File: src/ccr_pkg.sv
// register map, reset values and state carrier for the converter configuration bank
package ccr_pkg;

  // ----------------------------------------------------------------
  // register indices (byte address is four times the index)
  // ----------------------------------------------------------------
  localparam logic [6:0] CCR_IDX_SYSREF_EDGE_POSITION = 7'h2C;
  localparam logic [6:0] CCR_IDX_FS_A = 7'h30;
  localparam logic [6:0] CCR_IDX_FS_B = 7'h32;
  localparam logic [6:0] CCR_IDX_REF_BYPASS = 7'h38;
  localparam logic [6:0] CCR_IDX_TSTAMP = 7'h3B;
  localparam logic [6:0] CCR_IDX_PREEMPH = 7'h48;

  // ----------------------------------------------------------------
  // field positions
  // ----------------------------------------------------------------
  localparam int CCR_BIT_REF_BYPASS = 0;
  localparam int CCR_BIT_TS_RECV_EN = 0;
  localparam int CCR_BIT_TS_LVPECL = 1;
  localparam int CCR_POS_WIDTH = 24;
  localparam int CCR_FS_WIDTH = 16;
  localparam int CCR_PE_WIDTH = 4;

  // ----------------------------------------------------------------
  // full-scale codes and reset values
  // ----------------------------------------------------------------
  localparam logic [15:0] CCR_FS_CODE_MIN = 16'h2000;
  localparam logic [15:0] CCR_FS_CODE_DEFAULT = 16'hA000;
  localparam logic [15:0] CCR_FS_CODE_MAX = 16'hFFFF;
  localparam logic [15:0] CCR_FS_RESET = CCR_FS_CODE_DEFAULT;
  localparam logic CCR_BIT_RESET = 1'h0;
  localparam logic [3:0] CCR_PE_RESET = 4'h0;
  localparam logic [31:0] CCR_RDATA_RESET = 32'h0000_0000;

  // ----------------------------------------------------------------
  // state carrier
  // ----------------------------------------------------------------
  typedef struct packed {
    logic [23:0] pos_sync1;
    logic [23:0] pos_sync2;
    logic [15:0] fs_a;
    logic [15:0] fs_b;
    logic ref_bypass;
    logic ts_lvpecl;
    logic ts_recv_en;
    logic [3:0] preemph;
    logic wr_pend;
    logic [6:0] wr_idx;
    logic [31:0] rdata;
    logic ready;
    logic resp;
  } ccr_state_t;

endpackage

File: src/ccr_config_registers.sv
// converter configuration register bank behind an AHB-Lite slave port
`timescale 1ns/1ps
`default_nettype none

// Summary of operation
// [RL1] 24-bit read-only SYSREF edge position status
// [RL2] software picks delay select from status
// [RL3] channel A full-scale range, resets 0xA000
// [RL4] codes 0x2000/0xA000/0xFFFF give 500/800/1000 mVPP
// [RL5] software keeps range codes at or above 0x2000
// [RL6] separate channel B full-scale range, same mapping
// [RL7] bypass bit selects supply as reference
// [RL8] timestamp bit 1 selects LVPECL mode
// [RL9] timestamp bit 0 enables the receiver
// [RL10] edge position status undefined after reset
// [RL11] unused control bits read zero, writes ignored
module ccr_config_registers
  import ccr_pkg::*;
(
  input wire logic clk, // 250 MHz register clock
  input wire logic reset_n, // synchronous reset, active low
  input wire logic ce, // clock enable, freezes state when low except while reset_n is low
  input wire logic hsel, // slave select
  input wire logic [31:0] haddr, // byte address
  input wire logic [1:0] htrans, // transfer type
  input wire logic hwrite, // write when high
  input wire logic [2:0] hsize, // transfer size, word only
  input wire logic [31:0] hwdata, // write data
  input wire logic hready, // bus ready
  output logic [31:0] hrdata, // read data
  output logic hreadyout, // slave ready
  output logic hresp, // response, always okay
  input wire logic [23:0] sysref_edge_position, // edge position from the detector
  output logic [15:0] fullscale_range_chan_a, // channel A range code
  output logic [15:0] fullscale_range_chan_b, // channel B range code
  output logic reference_bypass, // use supply as reference
  output logic timestamp_lvpecl_mode, // timestamp input in LVPECL mode
  output logic timestamp_receiver_enable, // timestamp receiver on
  output logic [3:0] serializer_preemphasis // pre-emphasis control bits
);

  // ----------------------------------------------------------------
  // state
  // ----------------------------------------------------------------
  ccr_state_t state;
  ccr_state_t next_state;
  logic addr_hit;
  logic xfer;

  function automatic logic [31:0] read_mux(input ccr_state_t st, input logic [6:0] idx);
    logic [31:0] v;
    v = 32'h0000_0000;
    case (idx)
      // [RL1] status word in low bits
      CCR_IDX_SYSREF_EDGE_POSITION: v[23:0] = st.pos_sync2;
      CCR_IDX_FS_A: v[15:0] = st.fs_a;
      CCR_IDX_FS_B: v[15:0] = st.fs_b;
      // [RL11] only live bits returned
      CCR_IDX_REF_BYPASS: v[CCR_BIT_REF_BYPASS] = st.ref_bypass;
      CCR_IDX_TSTAMP:
      begin
        v[CCR_BIT_TS_RECV_EN] = st.ts_recv_en;
        v[CCR_BIT_TS_LVPECL] = st.ts_lvpecl;
      end
      CCR_IDX_PREEMPH: v[3:0] = st.preemph;
      default: v = 32'h0000_0000;
    endcase
    return v;
  endfunction

  assign addr_hit = (haddr[31:9] == 23'h000000);
  assign xfer = hsel && hready && htrans[1];

  // ----------------------------------------------------------------
  // next state
  // ----------------------------------------------------------------
  always_comb
  begin
    next_state = state;
    // edge position crosses in from the detector's timing; two flops
    next_state.pos_sync1 = sysref_edge_position;
    next_state.pos_sync2 = state.pos_sync1;
    if (state.wr_pend)
    begin
      case (state.wr_idx)
        // [RL3] channel A write
        CCR_IDX_FS_A: next_state.fs_a = hwdata[15:0];
        // [RL6] channel B write
        CCR_IDX_FS_B: next_state.fs_b = hwdata[15:0];
        // [RL7] bypass bit write
        CCR_IDX_REF_BYPASS: next_state.ref_bypass = hwdata[CCR_BIT_REF_BYPASS];
        CCR_IDX_TSTAMP:
        begin
          // [RL8] lvpecl mode bit
          next_state.ts_lvpecl = hwdata[CCR_BIT_TS_LVPECL];
          // [RL9] receiver enable bit
          next_state.ts_recv_en = hwdata[CCR_BIT_TS_RECV_EN];
        end
        // [RL11] upper bits dropped on write
        CCR_IDX_PREEMPH: next_state.preemph = hwdata[3:0];
        // status and unmapped words ignore writes
        default: next_state.wr_pend = 1'b0;
      endcase
    end
    next_state.wr_pend = 1'b0;
    if (xfer)
    begin
      next_state.wr_pend = hwrite && addr_hit;
      next_state.wr_idx = haddr[8:2];
      // read from the updated copy so a write just finished is seen
      next_state.rdata = (!hwrite && addr_hit) ? read_mux(next_state, haddr[8:2])
                                               : CCR_RDATA_RESET;
    end
    next_state.ready = 1'b1;
    next_state.resp = 1'b0;
    if (!reset_n)
    begin
      // [RL3] [RL4] range codes start at the 800 mVPP default
      next_state.fs_a = CCR_FS_RESET;
      next_state.fs_b = CCR_FS_RESET;
      next_state.ref_bypass = CCR_BIT_RESET;
      next_state.ts_lvpecl = CCR_BIT_RESET;
      next_state.ts_recv_en = CCR_BIT_RESET;
      next_state.preemph = CCR_PE_RESET;
      next_state.wr_pend = 1'b0;
      next_state.wr_idx = 7'h00;
      next_state.rdata = CCR_RDATA_RESET;
      // [RL10] status flops left unreset, value undefined
    end
  end

  always_ff @(posedge clk)
  begin
    if (ce || !reset_n)
    begin
      state <= next_state;
    end
  end

  // ----------------------------------------------------------------
  // outputs
  // ----------------------------------------------------------------
  assign hrdata = state.rdata;
  assign hreadyout = state.ready;
  assign hresp = state.resp;
  assign fullscale_range_chan_a = state.fs_a;
  assign fullscale_range_chan_b = state.fs_b;
  assign reference_bypass = state.ref_bypass;
  assign timestamp_lvpecl_mode = state.ts_lvpecl;
  assign timestamp_receiver_enable = state.ts_recv_en;
  assign serializer_preemphasis = state.preemph;

  // ----------------------------------------------------------------
  // checks
  // ----------------------------------------------------------------
  a_fsa_reset_value: assert property ( // RL3
    @(posedge clk) $rose(reset_n) |-> fullscale_range_chan_a == CCR_FS_CODE_DEFAULT)
    else $error("channel A range not at default after reset");

  a_fsb_reset_value: assert property ( // RL4
    @(posedge clk) $rose(reset_n) |-> fullscale_range_chan_b == 16'hA000)
    else $error("channel B range not 800 mVPP code after reset");

  a_fsa_write_lands: assert property ( // RL3
    @(posedge clk) disable iff (!reset_n)
    (ce && xfer && hwrite && addr_hit && haddr[8:2] == CCR_IDX_FS_A) ##1 ce
    |=> fullscale_range_chan_a == $past(hwdata[15:0]))
    else $error("channel A range write lost");

  a_fsb_write_lands: assert property ( // RL6
    @(posedge clk) disable iff (!reset_n)
    (ce && xfer && hwrite && addr_hit && haddr[8:2] == CCR_IDX_FS_B) ##1 ce
    |=> fullscale_range_chan_b == $past(hwdata[15:0]) && $stable(fullscale_range_chan_a))
    else $error("channel B range write wrong");

  a_bypass_write_lands: assert property ( // RL7
    @(posedge clk) disable iff (!reset_n)
    (ce && xfer && hwrite && addr_hit && haddr[8:2] == CCR_IDX_REF_BYPASS) ##1 ce
    |=> reference_bypass == $past(hwdata[0]))
    else $error("reference bypass write lost");

  a_lvpecl_write_lands: assert property ( // RL8
    @(posedge clk) disable iff (!reset_n)
    (ce && xfer && hwrite && addr_hit && haddr[8:2] == CCR_IDX_TSTAMP) ##1 ce
    |=> timestamp_lvpecl_mode == $past(hwdata[1]))
    else $error("timestamp lvpecl write lost");

  a_recv_write_lands: assert property ( // RL9
    @(posedge clk) disable iff (!reset_n)
    (ce && xfer && hwrite && addr_hit && haddr[8:2] == CCR_IDX_TSTAMP) ##1 ce
    |=> timestamp_receiver_enable == $past(hwdata[0]))
    else $error("timestamp receiver enable write lost");

  a_status_read_value: assert property ( // RL1
    @(posedge clk) disable iff (!reset_n)
    (ce && xfer && !hwrite && addr_hit && haddr[8:2] == CCR_IDX_SYSREF_EDGE_POSITION)
    |=> hrdata == {8'h00, $past(state.pos_sync1)})
    else $error("edge position status read wrong");

  a_ctrl_upper_zero: assert property ( // RL11
    @(posedge clk) disable iff (!reset_n)
    (ce && xfer && !hwrite && addr_hit && haddr[8:2] == CCR_IDX_REF_BYPASS)
    |=> hrdata[31:1] == 31'h0000_0000 && hrdata[0] == $past(reference_bypass))
    else $error("bypass register upper bits not zero");

  // ----------------------------------------------------------------
  // bus response checks
  // ----------------------------------------------------------------
  a_ready_always_high: assert property ( // RL11
    @(posedge clk) disable iff (!reset_n)
    1'b1
    |-> hreadyout == 1'b1)
    else $error("slave ready dropped");

  a_resp_always_okay: assert property ( // RL11
    @(posedge clk) disable iff (!reset_n)
    1'b1
    |-> hresp == 1'b0)
    else $error("slave response not okay");

  a_write_reads_zero: assert property ( // RL11
    @(posedge clk) disable iff (!reset_n)
    (ce && xfer && hwrite)
    |=> hrdata == 32'h0000_0000)
    else $error("read data not cleared by write");

  a_unmapped_read_zero: assert property ( // RL11
    @(posedge clk) disable iff (!reset_n)
    (ce && xfer && !hwrite && !addr_hit)
    |=> hrdata == 32'h0000_0000)
    else $error("out of range read not zero");

  a_refused_write_kept: assert property ( // RL11
    @(posedge clk) disable iff (!reset_n)
    (ce && xfer && hwrite && !addr_hit) ##1 ce
    |=> $stable(fullscale_range_chan_a) && $stable(fullscale_range_chan_b))
    else $error("out of range write changed a range");

  a_pend_clears_idle: assert property ( // RL11
    @(posedge clk) disable iff (!reset_n)
    (ce && !xfer)
    |=> !state.wr_pend)
    else $error("write pending without transfer");

  // ----------------------------------------------------------------
  // read path and write checks
  // ----------------------------------------------------------------
  a_range_a_read: assert property ( // RL3
    @(posedge clk) disable iff (!reset_n)
    (ce && xfer && !hwrite && addr_hit && haddr[8:2] == CCR_IDX_FS_A && !state.wr_pend)
    |=> hrdata == {16'h0000, $past(fullscale_range_chan_a)})
    else $error("channel A range read wrong");

  a_range_b_read: assert property ( // RL6
    @(posedge clk) disable iff (!reset_n)
    (ce && xfer && !hwrite && addr_hit && haddr[8:2] == CCR_IDX_FS_B && !state.wr_pend)
    |=> hrdata == {16'h0000, $past(fullscale_range_chan_b)})
    else $error("channel B range read wrong");

  a_tstamp_read: assert property ( // RL11
    @(posedge clk) disable iff (!reset_n)
    (ce && xfer && !hwrite && addr_hit && haddr[8:2] == CCR_IDX_TSTAMP && !state.wr_pend)
    |=> hrdata == {30'h0000_0000, $past(timestamp_lvpecl_mode), $past(timestamp_receiver_enable)})
    else $error("timestamp control read wrong");

  a_preemph_read: assert property ( // RL11
    @(posedge clk) disable iff (!reset_n)
    (ce && xfer && !hwrite && addr_hit && haddr[8:2] == CCR_IDX_PREEMPH && !state.wr_pend)
    |=> hrdata == {28'h000_0000, $past(serializer_preemphasis)})
    else $error("pre-emphasis read wrong");

  a_preemph_write_lands: assert property ( // RL11
    @(posedge clk) disable iff (!reset_n)
    (ce && xfer && hwrite && addr_hit && haddr[8:2] == CCR_IDX_PREEMPH) ##1 ce
    |=> serializer_preemphasis == $past(hwdata[3:0]))
    else $error("pre-emphasis write lost");

  a_status_write_ignored: assert property ( // RL1
    @(posedge clk) disable iff (!reset_n)
    (ce && xfer && hwrite && addr_hit && haddr[8:2] == CCR_IDX_SYSREF_EDGE_POSITION) ##1 ce
    |=> $stable(fullscale_range_chan_a) && $stable(serializer_preemphasis))
    else $error("status write touched a setting");

  // ----------------------------------------------------------------
  // synchroniser, freeze, idle hold and reset checks
  // ----------------------------------------------------------------
  a_pos_first_stage: assert property ( // RL1
    @(posedge clk) disable iff (!reset_n)
    ce
    |=> state.pos_sync1 == $past(sysref_edge_position))
    else $error("edge position first stage wrong");

  a_pos_second_stage: assert property ( // RL1
    @(posedge clk) disable iff (!reset_n)
    ce
    |=> state.pos_sync2 == $past(state.pos_sync1))
    else $error("edge position second stage wrong");

  a_frozen_range_a: assert property ( // RL3
    @(posedge clk) disable iff (!reset_n)
    !ce
    |=> $stable(fullscale_range_chan_a) && $stable(fullscale_range_chan_b))
    else $error("range changed while frozen");

  a_frozen_rdata: assert property ( // RL11
    @(posedge clk) disable iff (!reset_n)
    !ce
    |=> $stable(hrdata) && $stable(serializer_preemphasis))
    else $error("read data changed while frozen");

  a_frozen_ctrl_bits: assert property ( // RL7
    @(posedge clk) disable iff (!reset_n)
    !ce
    |=> $stable(reference_bypass) && $stable(timestamp_receiver_enable))
    else $error("control bit changed while frozen");

  a_ranges_hold_idle: assert property ( // RL6
    @(posedge clk) disable iff (!reset_n)
    (ce && !state.wr_pend)
    |=> $stable(fullscale_range_chan_a) && $stable(fullscale_range_chan_b))
    else $error("range changed without a write");

  a_ctrl_reset_zero: assert property ( // RL11
    @(posedge clk)
    $rose(reset_n)
    |-> !reference_bypass && !timestamp_lvpecl_mode && !timestamp_receiver_enable)
    else $error("control bits not zero after reset");

  a_bus_reset_state: assert property ( // RL11
    @(posedge clk)
    $rose(reset_n)
    |-> hrdata == CCR_RDATA_RESET && serializer_preemphasis == CCR_PE_RESET)
    else $error("bus state not reset");

endmodule
`default_nettype wire

File: config.mk
export PLATFORM = sky130hd
export DESIGN_NAME = ccr_config_registers
export DESIGN_NICKNAME = d
export VERILOG_FILES = /design/src/ccr_pkg.sv /design/src/ccr_config_registers.sv
export SDC_FILE = /design/constraint.sdc
export NUM_CORES = 1
export LEC_CHECK = 0
export ABC_AREA = 1
export BUFFER_PORTS_ARGS = -buffer_cell sky130_fd_sc_hd__clkbuf_2
export CAP_MARGIN = 0
export CORE_UTILIZATION = 30
export DETAILED_ROUTE_END_ITERATION = 10
export PLACE_DENSITY = 0.58
export SLEW_MARGIN = 30
export SYNTH_ARGS = -nofsm -noshare
export SYNTH_HDL_FRONTEND = slang
export SYNTH_SLANG_ARGS = --single-unit
File: constraint.sdc
create_clock -name clk -period 3.28 [get_ports clk]
set_clock_uncertainty 0.1 [all_clocks]
set_input_delay 0.164 -clock clk [delete_from_list [all_inputs] [get_ports clk]]
set_output_delay 0.164 -clock clk [all_outputs]
set_load 0.05 [all_outputs]
==> reports/results.tsv <==
metric	value	unit
grt_max_degree	43	
switching_power	0.836	mW
ios	172	
fin_crit_sh	0.751	
max-clock-path-buffers	2	
start_kind	register	
design_area	6220	µm²
tightestPinTransition	0.747	ns
hold-path-cell-count	3	
vias_per_cell	4.32	
ff2ff_setup_slack	0.82	ns
finalSetupTns	0	ns
avgSynthCellArea	9.03	µm²
first_pass_iters	4	
vias	3913	
numPortBuffers	139	
yosysWarnings	0	
cts_root_buf	clkbuf_16	
grt_pass1_wl	19.4	mm
die-height	134	µm
hpwl	9.00	mm
fp.dieArea	18000	µm²
antenna_found_initial	0	
synth_seq_cells	95	
cts.repair.resized	0	
min_to	state[36]$_SDFFCE_PN0P_	
peakVddDrop	297	µV
cp-end-kind	register	
clk_pin_slew	0.07	ns
syn_area	5240	µm²
intPower	2.15	mW
r2r-end	hrdata[12]$_SDFFCE_PN0P_	
whs	0.0266	ns
pwr-share-seq	0.491	
dpl_cell_area	5680	µm²
overflow	0	
num_rows	47	
setup_viol	0	
p_comb_frac	0.156	
total_power	2.99	mW
start_util	0.312	
synth_area_leader_cell	edfxtp_1	
hold_viol_final	0	
cts_made_buffers	9	
diodes	0	
ant_nets	0	
power_density	480	nW/µm²
min_period	2.46	ns
p_leak	3.01	nW
p_clk_frac	0.353	
wire_per_inst	13.5	µm
cts_sinks	95	
clock_latency	0.35	ns
grt_setup_unrepaired	no	
synth_top_area_share	0.544	
slew_headroom	0.500	
maxCapViolations	0	
coreArea	16800	µm²
cts_hold_buf	24	
drc	0	
first_iter_violations	179	
cts_tree	done	
r2r-start	state[40]$_SDFFCE_PN0P_	
synthTopCellsByArea	edfxtp_1, buf_4, nand2_1	
fp.dieW	134	µm
cts_setup_buffers	0	
fin_nets	779	
worst_ep_required_time	3.30	ns
rr_worst_depth	8	
synthCells	581	
slew_violations	0	
min_from	haddr[4]	
ys_types	28	
place.gp.congestion	0.793	
h-tree-depth	3	
fmax	406	MHz
crit_arrival	2.48	ns
p_sw_frac	0.280	
synth-seq-area-share	0.544	
crit_fanout	40	
min_path_type	input port to register	
track_usage	0.142	
drive_gt1_frac	0.248	
final_util	0.370	
grt_pass1_vias	3661	
critPathKind	register to register	
outcome	finished, final reports clean	
syn_to_final_growth	18.6	%
wirelength	12.2	mm
==> cells in the final DEF, fill, tap and decap left out, types with 2 or more instances in the layout <==
master / synthesis / final
o211ai_1: 26 / 26
nand2_1: 117 / 116
o21ai_0: 30 / 29
edfxtp_1: 95 / 95
nor2_2: 3 / 3
clkinv_4: 0 / 3
nor2_1: 86 / 86
clkbuf_2: 1 / 139
nand4_1: 3 / 3
o21ai_1: 2 / 2
inv_1: 82 / 82
nand3_1: 34 / 34
nand2_2: 3 / 4
conb_1: 2 / 10
a21oi_1: 2 / 2
dlygate4sd3_1: 0 / 24
clkbuf_16: 0 / 9
==> state kept, by name, indices dropped and copies added (netlist names) <==
signal	flops
fullscale_range_chan_a	16
timestamp_receiver_enable	1
reference_bypass	1
timestamp_lvpecl_mode	1
fullscale_range_chan_b	16
state	8
next_state	24
serializer_preemphasis	4
hrdata	24
==> area by class of cell <==
type,instances,area [µm²]
Inverter,84,315
Timing Repair Buffer,166,991
Fill cell,1766,10600
Multi-Input combinational cell,324,1490
Clock inverter,6,70.1
Clock buffer,10,229
Sequential cell,95,2850
Tap cell,220,275
==> power groups by stage <==
stage,clock [mW],combinational (mW),sequential (mW)
6_report,1.05,0.466,1.47
5_1_grt,1.14,0.505,1.48
4_1_cts,1.10,0.471,1.47
3_5_place_dp,0,0.447,1.49
3_3_place_gp,0,0.440,1.49
2_1_floorplan,0,0.366,1.49
==> how the worst max path moves through the flow <==
stage                                  startpoint                  endpoint  slack, ns  cells after the start
after floorplan                         htrans[1]   hrdata[0]$_SDFFCE_PN0P_       0.25                      2
after global placement    state[40]$_SDFFCE_PN0P_  hrdata[12]$_SDFFCE_PN0P_       0.92                      8
after detailed placement  state[40]$_SDFFCE_PN0P_   hrdata[3]$_SDFFCE_PN0P_       0.88                      8
after CTS                 state[40]$_SDFFCE_PN0P_   hrdata[3]$_SDFFCE_PN0P_       0.87                      8
after global routing      state[40]$_SDFFCE_PN0P_  hrdata[12]$_SDFFCE_PN0P_       0.61                      8
final                     state[40]$_SDFFCE_PN0P_  hrdata[12]$_SDFFCE_PN0P_       0.82                      8
==> critical path: stages (launching register included) <==
cell	delay, ns
edfxtp_1	0.41
inv_1	0.07
nand3_1	0.10
nor2_1	0.36
nand2_2	0.53
o211ai_1	0.35
nand3_1	0.16
nand2_1	0.09
inv_1	0.03
==> stage by stage <==
stage	std cells	setup WS, ns
3_3_place_gp	864	0.916
3_5_place_dp	865	0.878
2_1_floorplan	589	0.246
4_1_cts	905	0.868
5_1_grt	905	0.613
6_report	905	0.818
==> cell usage after synthesis, drive strengths merged <==
| cell type | instances |
|---|---|
| nand2 | 120 |
| edfxtp | 95 |
| nor2 | 89 |
| inv | 83 |
| buf | 79 |
| nand3 | 35 |
| o21ai | 33 |
| o211ai | 26 |
| clkbuf | 7 |
| nand4 | 3 |
| a21oi | 2 |
| conb | 2 |
| nor3b | 2 |
| clkinv | 1 |
| nor2b | 1 |
| nor3 | 1 |
| o21a | 1 |
| or2 | 1 |
==> layer usage <==
layer,vias to the layer above,part of all wire,global-route usage
met4,0,0.016,0.0531
li1,2005,-,-
met1,1805,0.43,0.173
met5,-,0,0
met3,13,0.051,0.0359
met2,90,0.50,0.242
==> logic make-up after synthesis <==
logic type | Yosys count | share of synthesized area
buffers and inverters | 170 | 0.181
AOI/OAI and AO/OA | 62 | 0.0728
DFF | 95 | 0.544
other | 2 | 0.00143
and+or+nand+nor | 252 | 0.201
(Power assumes the default switching activity.)
